--- config.mk ---
export PLATFORM = sky130hd
export DESIGN_NAME = dbs_engine
export DESIGN_NICKNAME = d
export VERILOG_FILES = /design/src/rtl/dbs_pkg.sv /design/src/rtl/dbs_engine.sv /design/src/rtl/dbs_fifo.sv
export VERILOG_INCLUDE_DIRS = /design/src /design/src/rtl
export SDC_FILE = /design/constraint.sdc
export NUM_CORES = 2
export LEC_CHECK = 0
export ABC_AREA = 1
export BUFFER_PORTS_ARGS = -buffer_cell sky130_fd_sc_hd__buf_2
export CAP_MARGIN = 20
export CORE_AREA = 2 2 445 447
export CTS_BUF_LIST = sky130_fd_sc_hd__clkbuf_8 sky130_fd_sc_hd__clkbuf_16
export CTS_CLUSTER_DIAMETER = 100
export DETAILED_ROUTE_END_ITERATION = 7
export DIE_AREA = 0 0 447 449
export PLACE_DENSITY = 0.66
export SLEW_MARGIN = 0
export SYNTH_ARGS = -nofsm -noshare
export SYNTH_HDL_FRONTEND = slang
export SYNTH_SLANG_ARGS = --single-unit
--- constraint.sdc ---
create_clock -name clk_i -period 4.2 [get_ports clk_i]
set_input_delay 1.05 -clock clk_i [delete_from_list [all_inputs] [get_ports clk_i]]
set_output_delay 1.05 -clock clk_i [all_outputs]
set_load 0.02 [all_outputs]
--- src/rtl/dbs_defines.svh ---
// Constants for the boot-security DMA request engine
`ifndef DBS_DEFINES_SVH
`define DBS_DEFINES_SVH
`define DBS_NUM_CH 8
`define DBS_NUM_REQ 8
`define DBS_MAX_RD_OUT 8
`define DBS_MAX_WR_OUT 8
`define DBS_FIFO_DEPTH 16
`define DBS_DATA_W 32
`define DBS_ADDR_W 32
`define DBS_LEN_W 16
`define DBS_OUT_W 4
`define DBS_REQ_UNUSED 7
`endif

--- src/rtl/dbs_pkg.sv ---
// Types shared by the boot-security DMA request engine
`include "dbs_defines.svh"
package dbs_pkg;
   typedef struct packed
   {
      logic valid;
      logic [2:0] chan;
      logic mem2mem;
      logic [2:0] periph;
      logic [`DBS_ADDR_W-1:0] src;
      logic [`DBS_ADDR_W-1:0] dst;
      logic [`DBS_LEN_W-1:0] len;
   } dbs_cmd_t;
   typedef enum logic [1:0] {DBS_IDLE, DBS_RUN} dbs_chst_t;
   typedef struct packed
   {
      logic valid;
      logic [`DBS_ADDR_W-1:0] addr;
   } dbs_areq_t;
endpackage

--- src/rtl/dbs_engine.sv ---
// DMA engine core: boot security, channels, requests, master bus
// Notes on behaviour
// - Boot select low makes the manager secure, fed only from the secure port.
// - While secure, instructions from the non-secure port are dropped.
// - Boot select high makes the manager non-secure; both ports may steer.
// - There are eight independent channels.
// - Up to eight reads and eight writes may be outstanding at once.
// - Eight interrupt outputs report channel events.
// - Eight peripheral request inputs start transfers without the CPU.
// - Both memory-to-memory and memory-peripheral moves are supported.
`timescale 1ns/1ps
`default_nettype none
`include "dbs_defines.svh"
module dbs_engine (
   input wire logic clk_i,
   input wire logic resetn_i,
   input wire logic boot_security_select_i,
   input wire dbs_pkg::dbs_cmd_t sec_cmd_i,
   input wire dbs_pkg::dbs_cmd_t ns_cmd_i,
   input wire logic [`DBS_NUM_REQ-1:0] periph_req_i,
   output logic [`DBS_NUM_REQ-1:0] periph_ack_o,
   output logic mgr_nonsecure_o,
   output logic ns_cmd_dropped_o,
   output var dbs_pkg::dbs_areq_t rd_req_o,
   input wire logic rd_accept_i,
   input wire logic rd_valid_i,
   input wire logic [`DBS_DATA_W-1:0] rd_data_i,
   output var dbs_pkg::dbs_areq_t wr_req_o,
   output logic [`DBS_DATA_W-1:0] wr_data_o,
   input wire logic wr_accept_i,
   input wire logic wr_resp_i,
   output logic [`DBS_NUM_CH-1:0] irq_o,
   output logic [`DBS_NUM_CH-1:0] ch_busy_o
);
   // -------------------------------------------------------
   // Pin synchronisers and boot capture
   // -------------------------------------------------------
   logic [`DBS_NUM_REQ-1:0] req_m_ff;
   logic [`DBS_NUM_REQ-1:0] req_s_ff;
   logic [`DBS_NUM_REQ-1:0] req_d_ff;
   logic [`DBS_NUM_REQ-1:0] req_rise;
   logic boot_m_ff;
   logic boot_s_ff;
   logic boot_done_ff;
   // Request pins cross from peripheral logic; two flops before use
   always_ff @(posedge clk_i)
   begin
      if (!resetn_i)
      begin
         req_m_ff <= '0;
         req_s_ff <= '0;
         req_d_ff <= '0;
      end
      else
      begin
         req_m_ff <= periph_req_i;
         req_s_ff <= req_m_ff;
         req_d_ff <= req_s_ff;
      end
   end
   // Select sync runs through reset, so it already holds the static
   // select when reset lifts; a reset here would capture a stale zero
   always_ff @(posedge clk_i)
   begin
      boot_m_ff <= boot_security_select_i;
      boot_s_ff <= boot_m_ff;
   end
   assign req_rise = req_s_ff & ~req_d_ff;
   // Security state latched once after reset release; later changes ignored
   // since the select is only legal to move under reset
   always_ff @(posedge clk_i)
   begin
      if (!resetn_i)
      begin
         boot_done_ff <= 1'b0;
         mgr_nonsecure_o <= 1'b0; // secure until sampled
      end
      else if (!boot_done_ff)
      begin
         boot_done_ff <= 1'b1;
         mgr_nonsecure_o <= boot_s_ff;
      end
   end
   // -------------------------------------------------------
   // Port selection
   // -------------------------------------------------------
   dbs_pkg::dbs_cmd_t cmd;
   logic ns_ok;
   // Secure port always wins a tie; non-secure only when manager is NS
   assign ns_ok = boot_done_ff && mgr_nonsecure_o;
   always_comb
   begin
      if (sec_cmd_i.valid)
         cmd = sec_cmd_i;
      else if (ns_cmd_i.valid && ns_ok)
         cmd = ns_cmd_i;
      else
         cmd = '0;
   end
   // Flag a non-secure instruction dropped while secure, for one cycle
   always_ff @(posedge clk_i)
   begin
      if (!resetn_i)
         ns_cmd_dropped_o <= 1'b0;
      else
         ns_cmd_dropped_o <= ns_cmd_i.valid && !ns_ok;
   end
   // -------------------------------------------------------
   // Channel state
   // -------------------------------------------------------
   dbs_pkg::dbs_chst_t st_ff [`DBS_NUM_CH];
   logic [`DBS_ADDR_W-1:0] src_ff [`DBS_NUM_CH];
   logic [`DBS_ADDR_W-1:0] dst_ff [`DBS_NUM_CH];
   logic [`DBS_LEN_W-1:0] rem_ff [`DBS_NUM_CH];
   logic [`DBS_LEN_W-1:0] wrem_ff [`DBS_NUM_CH];
   logic [`DBS_NUM_CH-1:0] m2m_ff;
   logic [`DBS_NUM_CH-1:0] armed_ff;
   logic [2:0] per_ff [`DBS_NUM_CH];
   logic [`DBS_NUM_CH-1:0] want_rd;
   logic [`DBS_NUM_CH-1:0] rd_go;
   logic [`DBS_NUM_CH-1:0] wr_go;
   logic [`DBS_NUM_CH-1:0] done;
   logic [2:0] rd_sel;
   logic [2:0] wr_owner;
   logic rd_issue;
   logic wr_issue;
   logic [`DBS_OUT_W-1:0] rd_out_ff;
   logic [`DBS_OUT_W-1:0] wr_out_ff;
   logic fifo_in_ready;
   logic fifo_out_valid;
   logic fifo_out_ready;
   logic [`DBS_DATA_W-1:0] fifo_out_data;
   // Owner tags of reads in flight, popped in issue order
   logic [2:0] tag_ff [`DBS_MAX_RD_OUT];
   logic [2:0] tag_wp_ff;
   logic [2:0] tag_rp_ff;
   // Owners travel with the request, since the arbiter may move on
   logic [2:0] rd_own_ff;
   logic [2:0] wr_own_ff;
   logic [4:0] held_ff;
   logic rd_room;
   // Each channel runs on its own; peripheral channels wait for a request
   for (genvar c = 0; c < `DBS_NUM_CH; c++)
   begin : g_ch
      assign want_rd[c] = (st_ff[c] == dbs_pkg::DBS_RUN) &&
         (rem_ff[c] != '0) && (m2m_ff[c] || armed_ff[c]);
      assign done[c] = (st_ff[c] == dbs_pkg::DBS_RUN) &&
         (wrem_ff[c] == '0) && (rem_ff[c] == '0);
      assign rd_go[c] = rd_issue && (rd_own_ff == 3'(c));
      assign wr_go[c] = wr_issue && (wr_own_ff == 3'(c));
      always_ff @(posedge clk_i)
      begin
         if (!resetn_i)
         begin
            st_ff[c] <= dbs_pkg::DBS_IDLE;
            src_ff[c] <= '0;
            dst_ff[c] <= '0;
            rem_ff[c] <= '0;
            wrem_ff[c] <= '0;
            m2m_ff[c] <= 1'b0;
            armed_ff[c] <= 1'b0;
            per_ff[c] <= '0;
            irq_o[c] <= 1'b0;
            ch_busy_o[c] <= 1'b0;
         end
         else
         begin
            irq_o[c] <= 1'b0;
            case (st_ff[c])
               dbs_pkg::DBS_IDLE:
               begin
                  if (cmd.valid && cmd.chan == 3'(c) && cmd.len != '0)
                  begin
                     st_ff[c] <= dbs_pkg::DBS_RUN;
                     src_ff[c] <= cmd.src;
                     dst_ff[c] <= cmd.dst;
                     rem_ff[c] <= cmd.len;
                     wrem_ff[c] <= cmd.len;
                     m2m_ff[c] <= cmd.mem2mem;
                     per_ff[c] <= cmd.periph;
                     ch_busy_o[c] <= 1'b1;
                     armed_ff[c] <= 1'b0;
                  end
               end
               dbs_pkg::DBS_RUN:
               begin
                  // Request edge arms one word and wins over the issue that disarms; any other edge while still armed is lost
                  if (req_rise[per_ff[c]] && !m2m_ff[c])
                     armed_ff[c] <= 1'b1;
                  else if (rd_go[c])
                     armed_ff[c] <= 1'b0;
                  if (rd_go[c])
                  begin
                     src_ff[c] <= src_ff[c] + 32'h4;
                     rem_ff[c] <= rem_ff[c] - 16'h1;
                  end
                  if (wr_go[c])
                  begin
                     dst_ff[c] <= dst_ff[c] + 32'h4;
                     wrem_ff[c] <= wrem_ff[c] - 16'h1;
                  end
                  if (done[c])
                  begin
                     st_ff[c] <= dbs_pkg::DBS_IDLE;
                     irq_o[c] <= 1'b1;
                     ch_busy_o[c] <= 1'b0;
                  end
               end
               default: st_ff[c] <= dbs_pkg::DBS_IDLE;
            endcase
         end
      end
   end
   // -------------------------------------------------------
   // Read issue: fixed priority, capped by outstanding limit
   // -------------------------------------------------------
   always_comb
   begin
      rd_sel = '0;
      for (int i = `DBS_NUM_CH - 1; i >= 0; i--)
         if (want_rd[i])
            rd_sel = 3'(i);
   end
   // Reads also count against FIFO room so words never overflow
   assign rd_issue = rd_req_o.valid && rd_accept_i;
   assign rd_room = (6'(held_ff) + 6'(rd_out_ff)) < 6'(`DBS_FIFO_DEPTH);
   always_ff @(posedge clk_i)
   begin
      if (!resetn_i)
      begin
         rd_req_o <= '0;
         rd_own_ff <= '0;
      end
      else if (!rd_req_o.valid || rd_accept_i)
      begin
         rd_req_o.valid <= (want_rd != '0) && !rd_issue &&
            (rd_out_ff < `DBS_OUT_W'(`DBS_MAX_RD_OUT)) &&
            fifo_in_ready && rd_room;
         rd_req_o.addr <= src_ff[rd_sel];
         rd_own_ff <= rd_sel;
      end
   end
   // Outstanding reads and owner tags
   always_ff @(posedge clk_i)
   begin
      if (!resetn_i)
      begin
         rd_out_ff <= '0;
         tag_wp_ff <= '0;
         tag_rp_ff <= '0;
      end
      else
      begin
         rd_out_ff <= rd_out_ff + `DBS_OUT_W'(rd_issue) -
            `DBS_OUT_W'(rd_valid_i);
         if (rd_issue)
         begin
            tag_ff[tag_wp_ff] <= rd_own_ff;
            tag_wp_ff <= tag_wp_ff + 3'h1;
         end
         if (rd_valid_i)
            tag_rp_ff <= tag_rp_ff + 3'h1;
      end
   end
   // -------------------------------------------------------
   // Data buffer between read and write side
   // -------------------------------------------------------
   logic [`DBS_DATA_W+2:0] fifo_in;
   logic [`DBS_DATA_W+2:0] fifo_out;
   assign fifo_in = {tag_ff[tag_rp_ff], rd_data_i};
   dbs_fifo #(
      .WIDTH(`DBS_DATA_W + 3),
      .DEPTH(`DBS_FIFO_DEPTH)
   ) u_fifo (
      .clk_i(clk_i),
      .resetn_i(resetn_i),
      .in_valid_i(rd_valid_i),
      .in_ready_o(fifo_in_ready),
      .in_data_i(fifo_in),
      .out_valid_o(fifo_out_valid),
      .out_ready_i(fifo_out_ready),
      .out_data_o(fifo_out)
   );
   assign fifo_out_data = fifo_out[`DBS_DATA_W-1:0];
   assign wr_owner = fifo_out[`DBS_DATA_W+2:`DBS_DATA_W];
   // -------------------------------------------------------
   // Write issue, capped by outstanding limit
   // -------------------------------------------------------
   assign wr_issue = wr_req_o.valid && wr_accept_i;
   assign fifo_out_ready = !wr_req_o.valid &&
      (wr_out_ff < `DBS_OUT_W'(`DBS_MAX_WR_OUT));
   always_ff @(posedge clk_i)
   begin
      if (!resetn_i)
      begin
         wr_req_o <= '0;
         wr_data_o <= '0;
         wr_own_ff <= '0;
      end
      else if (fifo_out_valid && fifo_out_ready)
      begin
         wr_req_o.valid <= 1'b1;
         wr_req_o.addr <= dst_ff[wr_owner];
         wr_own_ff <= wr_owner;
         wr_data_o <= fifo_out_data;
      end
      else if (wr_accept_i)
         wr_req_o.valid <= 1'b0;
   end
   always_ff @(posedge clk_i)
   begin
      if (!resetn_i)
         wr_out_ff <= '0;
      else
         wr_out_ff <= wr_out_ff + `DBS_OUT_W'(wr_issue) -
            `DBS_OUT_W'(wr_resp_i);
   end
   // Words held in the buffer; with reads in flight it bounds the fill
   always_ff @(posedge clk_i)
   begin
      if (!resetn_i)
         held_ff <= '0;
      else
         held_ff <= held_ff + 5'(rd_valid_i) -
            5'(fifo_out_valid && fifo_out_ready);
   end
   // Acknowledge the peripheral when its word is read
   always_ff @(posedge clk_i)
   begin
      if (!resetn_i)
         periph_ack_o <= '0;
      else
         for (int p = 0; p < `DBS_NUM_REQ; p++)
            periph_ack_o[p] <= rd_issue && !m2m_ff[rd_own_ff] &&
               per_ff[rd_own_ff] == 3'(p);
   end
   // -------------------------------------------------------
   // Checks
   // -------------------------------------------------------
   chk_rd_limit: assert property (@(posedge clk_i) disable iff (!resetn_i)
      rd_out_ff <= `DBS_OUT_W'(`DBS_MAX_RD_OUT))
      else $error("too many reads outstanding");
   chk_wr_limit: assert property (@(posedge clk_i) disable iff (!resetn_i)
      wr_out_ff <= `DBS_OUT_W'(`DBS_MAX_WR_OUT))
      else $error("too many writes outstanding");
   chk_ns_drop: assert property (@(posedge clk_i) disable iff (!resetn_i)
      ns_cmd_i.valid && !sec_cmd_i.valid && boot_done_ff &&
      !mgr_nonsecure_o |-> !cmd.valid)
      else $error("non-secure command taken while secure");
   chk_boot_hold: assert property (@(posedge clk_i) disable iff (!resetn_i)
      boot_done_ff && $past(boot_done_ff) |-> $stable(mgr_nonsecure_o))
      else $error("security state moved after boot");
   chk_boot_pick: assert property (@(posedge clk_i) disable iff (!resetn_i)
      !boot_done_ff |=> mgr_nonsecure_o == $past(boot_s_ff))
      else $error("security state not taken from select");
   chk_ns_take: assert property (@(posedge clk_i) disable iff (!resetn_i)
      ns_cmd_i.valid && !sec_cmd_i.valid && ns_ok |-> cmd.valid)
      else $error("non-secure command lost while non-secure");
   chk_irq_pulse: assert property (@(posedge clk_i) disable iff (!resetn_i)
      |irq_o |=> (irq_o & $past(irq_o)) == '0)
      else $error("interrupt longer than a pulse");
   chk_dropped_flag: assert property (@(posedge clk_i)
      disable iff (!resetn_i)
      ns_cmd_i.valid && !ns_ok |=> ns_cmd_dropped_o)
      else $error("drop not flagged");
   chk_buf_room: assert property (@(posedge clk_i) disable iff (!resetn_i)
      rd_valid_i |-> fifo_in_ready)
      else $error("read word arrived with buffer full");
endmodule // dbs_engine
`default_nettype wire

--- src/rtl/dbs_fifo.sv ---
// Small synchronous FIFO with registered read data
`timescale 1ns/1ps
`default_nettype none
module dbs_fifo #(
   parameter int WIDTH = 32,
   parameter int DEPTH = 16
) (
   input wire logic clk_i,
   input wire logic resetn_i,
   input wire logic in_valid_i,
   output logic in_ready_o,
   input wire logic [WIDTH-1:0] in_data_i,
   output logic out_valid_o,
   input wire logic out_ready_i,
   output logic [WIDTH-1:0] out_data_o
);
   localparam int AW = $clog2(DEPTH);
   logic [WIDTH-1:0] mem_ff [DEPTH];
   logic [AW:0] wp_ff;
   logic [AW:0] rp_ff;
   logic [AW:0] cnt;
   logic push;
   logic pop;
   // -------------------------------------------------------
   // Occupancy
   // -------------------------------------------------------
   assign cnt = wp_ff - rp_ff;
   assign in_ready_o = (cnt != (AW+1)'(DEPTH));
   assign push = in_valid_i && in_ready_o;
   // Output register refills when empty or consumed
   assign pop = (cnt != '0) && (!out_valid_o || out_ready_i);
   // Pointers
   always_ff @(posedge clk_i)
   begin
      if (!resetn_i)
      begin
         wp_ff <= '0;
         rp_ff <= '0;
      end
      else
      begin
         if (push)
            wp_ff <= wp_ff + 1'b1;
         if (pop)
            rp_ff <= rp_ff + 1'b1;
      end
   end
   // Storage
   always_ff @(posedge clk_i)
   begin
      if (push)
         mem_ff[wp_ff[AW-1:0]] <= in_data_i;
   end
   // Registered read side
   always_ff @(posedge clk_i)
   begin
      if (!resetn_i)
      begin
         out_valid_o <= 1'b0;
         out_data_o <= '0;
      end
      else if (pop)
      begin
         out_valid_o <= 1'b1;
         out_data_o <= mem_ff[rp_ff[AW-1:0]];
      end
      else if (out_ready_i)
         out_valid_o <= 1'b0;
   end
endmodule // dbs_fifo
`default_nettype wire

==> results.toml <==
[power]
ir_drop_mv = 0.495
swShare_pct = 32.3
leakagePower_nw = 36.7
intPower_mw = 30.3
clkPwrFrac_pct = 35.5
p_switching_mw = 14.5
sequentialPowerShare_pct = 43.8
p_total_mw = 44.7
comb_power_share_pct = 20.6
power_density_nw_per_um2 = 468

[cells_and_area]
fin_cells = 12418
final_common_cell = "nand2_1"
drive_gt1_share_pct = 10.7
layout.nets = 9903
n_fill_cell = 18216
final_cell_mix = "nand2_1 (1727), edfxtp_1 (1383), nor2_1 (1093)"
area_growth_syn_to_layout_pct = 13.9
fin_area_um2 = 95500

[sta]
rsz0062_at_grt = "no"
hold_viol = 0
setup_viol = 0
drv_slew = 0
fmax_ghz = 0.277
skew_ps = 58.0
relSlewSlack_pct = 22.6
period_needed_ps = 3620
fin_crit_sh_pct = 86.1
tightest_slew_ps = 1160

[floorplanning]
die_w_um = 447
die_y_um = 449
start_util_pct = 42.7
placementRows = 163
die-area_um2 = 201000
core_area_um2 = 196000
ios = 347

[detailed_routing]
dr.pass1.iters = 6
dr_wl_met2_um = 131000
vias = 70972
ant_nets = 0
routed_via_density = 5.72
wl_um = 273000
drcViolationCount = 0
routedWlPerCell_um = 21.9
met3_length_um = 20800
routedLengthMet1_um = 104000
drt_iter0_drc = 7909
routed.top_layer = "met5"

[synth]
synth_compound_area_share_pct = 13.8
syn_area_um2 = 83800
synthArstFlopShare_pct = 0
synth_xor_area_share_pct = 3.54
synth_cell_types = 69
syn_inst = 9303
synth_top_cells_by_area = "edfxtp_1 (50%), nand2_1 (7.8%), dfxtp_1 (5.9%)"
synth_top_flop_cell = "edfxtp_1"
synth_top_family_by_area = "simple AND/OR/NAND/NOR gates"
synth.yosys.warnings = 0
synth_simple_gate_area_share_pct = 19.9
synthMuxAreaShare_pct = 0
synth-adder-area-share_pct = 0.952
ys_seq_area_share_pct = 55.4
synth.net_count = 9588
netlist.area_leader.share_pct = 49.5
synth-seq-cells = 1628
avgSynthCellArea_um2 = 9.01
yosysTopAreaCell = "edfxtp_1"
synth_edf_count = 1383

[critical_path]
end_kind = "flop"
start_kind = "flop"
path_class = "reg2reg"
worstPathRequired_ps = 4950
cpMostUsedCell = "nand2_1"
path_delay_family = "simple AND/OR/NAND/NOR gates"
r2r_setup_slack_ps = 580
crit_chain = "inv_1 > ha_1 > nand2_1 > nor2_1 > nand2_1 > nor3_2 > nand3_1 > nand2_1 > nand2_1 > nor2_1 > a21oi_4 > buf_4 > buf_4 > nand2_1 > nand3_1 > nand2_1 > inv_1"
cp.arrival_ps = 4360
cp_slowest_cell = "nor2_1"
cp.buffers_inverters = 4
slowest_delay_ps = 440
path_max_fanout = 24

[placed_design]
postPlaceCellArea_um2 = 89400
dp.cells = 12077
dpl.hpwl_um = 186000
place.gp.congestion = 0.966
io_buffers = 346

[global_route]
grt_pass1_wl_um = 407000
grt_usage_pct = 26.3
grt_pass1_vias = 67752
grt_max_degree = 220
antenna_found_initial = 14
overflow = 0

[hold_path]
min_path_type = "reg2reg"

[clock_tree]
post_cts_buffers = 0
numCtsBuffers = 178
clk_pin_slew_worst_paths_ps = 60
cts_sinks = 1628
root_buffer = "clkbuf_16"
h-tree-depth = 4
cts_tree = "built"
clk_latency_ps = 850
holdBufCountCts = 0
cts_buffer_depth = 3
cts_resized = 0

[run]
cap_violations = 0

[run_status]
status = "completed"
==> area by class of cell <==
| type | instances | area (um2) | area share (%) |
|---|---|---|---|
| multi-input combinational | 6331 | 32300 | 33.8 |
| sequential | 1628 | 46400 | 48.7 |
| timing repair buffer | 575 | 3980 | 4.16 |
| clock inverter | 132 | 1200 | 1.26 |
| antenna | 6 | 15.0 | 0.0157 |
| inverter | 904 | 3410 | 3.57 |
| tap | 2640 | 3300 | 3.46 |
| clock buffer | 202 | 4820 | 5.05 |
==> routing by layer <==
layer  up-vias  track usage (%)
met1     33980             32.4
met5         -                0
met4        16             14.6
met3       763             4.00
li1      32992                -
met2      3221             44.1
==> stage by stage <==
| stage | utilization, % | setup TNS [ps] | setup WS [ps] | hold WS [ps] |
|---|---|---|---|---|
| 2_1_floorplan | - | -7850 | -26.5 | 310 |
| 3_3_place_gp | 45.6 | 0 | 240 | 312 |
| 3_5_place_dp | 45.6 | 0 | 233 | 314 |
| 4_1_cts | 48.7 | 0 | 631 | 262 |
| 5_1_grt | 48.7 | 0 | 333 | 283 |
| 6_report | 48.7 | 0 | 584 | 326 |
==> cells by family (layout without fill, tap and decap cells) <==
kind of cell,Yosys count,in the layout
and+or+nand+nor,3910,3910
xor gates and xnor gates,339,339
AOI/OAI and AO/OA,2020,2020
other,0,6
buffers and inverters,1344,1813
DFF,1628,1628
adders and majority gates,62,62
==> worst paths after layout <==
kind                       from            to  cells past startpoint
setup / recovery  rem_ff[0][16]  rd_req_o[29]                     17
hold reg to reg       boot_m_ff     boot_s_ff                      0
setup reg to reg  rem_ff[0][16]  rd_req_o[29]                     17
hold / removal        boot_m_ff     boot_s_ff                      0
==> registers in the layout (all words and copies together), names as in the netlist, 5 cells and up, named ones only <==
| signal | cells |
|---|---|
| u_fifo.mem_ff | 560 |
| dst_ff | 256 |
| src_ff | 256 |
| rem_ff | 128 |
| wrem_ff | 128 |
| u_fifo.out_data_o | 35 |
| rd_req_o | 33 |
| wr_req_o | 33 |
| wr_data_o | 32 |
| per_ff | 24 |
| tag_ff | 24 |
| armed_ff | 8 |
| ch_busy_o | 8 |
| irq_o | 8 |
| m2m_ff | 8 |
| periph_ack_o | 8 |
| req_d_ff | 8 |
| req_m_ff | 8 |
| req_s_ff | 8 |
| st_ff | 8 |
| held_ff | 5 |
| u_fifo.rp_ff | 5 |
| u_fifo.wp_ff | 5 |
==> cells in the mapped netlist (57+ instances only) <==
cell type / count
nor4_1: 65
nor2_1: 1114
o21ai_1: 140
inv_1: 876
o21ai_0: 953
o221ai_1: 57
nand4_1: 92
xnor2_1: 83
o22ai_1: 261
nand2_1: 1746
nand3_1: 586
ha_1: 59
buf_2: 95
a21oi_1: 326
clkbuf_1: 287
edfxtp_1: 1383
xor2_1: 256
o32ai_1: 78
nor3_1: 171
dfxtp_1: 245
==> power groups by stage <==
| stage | sequential, mW | combinational [mW] | clock [mW] |
|---|---|---|---|
| 2_1_floorplan | 19.9 | 5.56 | 0 |
| 3_3_place_gp | 19.9 | 8.92 | 0 |
| 3_5_place_dp | 19.9 | 9.10 | 0 |
| 4_1_cts | 19.6 | 9.15 | 16.1 |
| 5_1_grt | 19.7 | 10.1 | 16.7 |
| 6_report | 19.6 | 9.22 | 15.9 |
No activity file was read; power rests on OpenSTA's default activity.
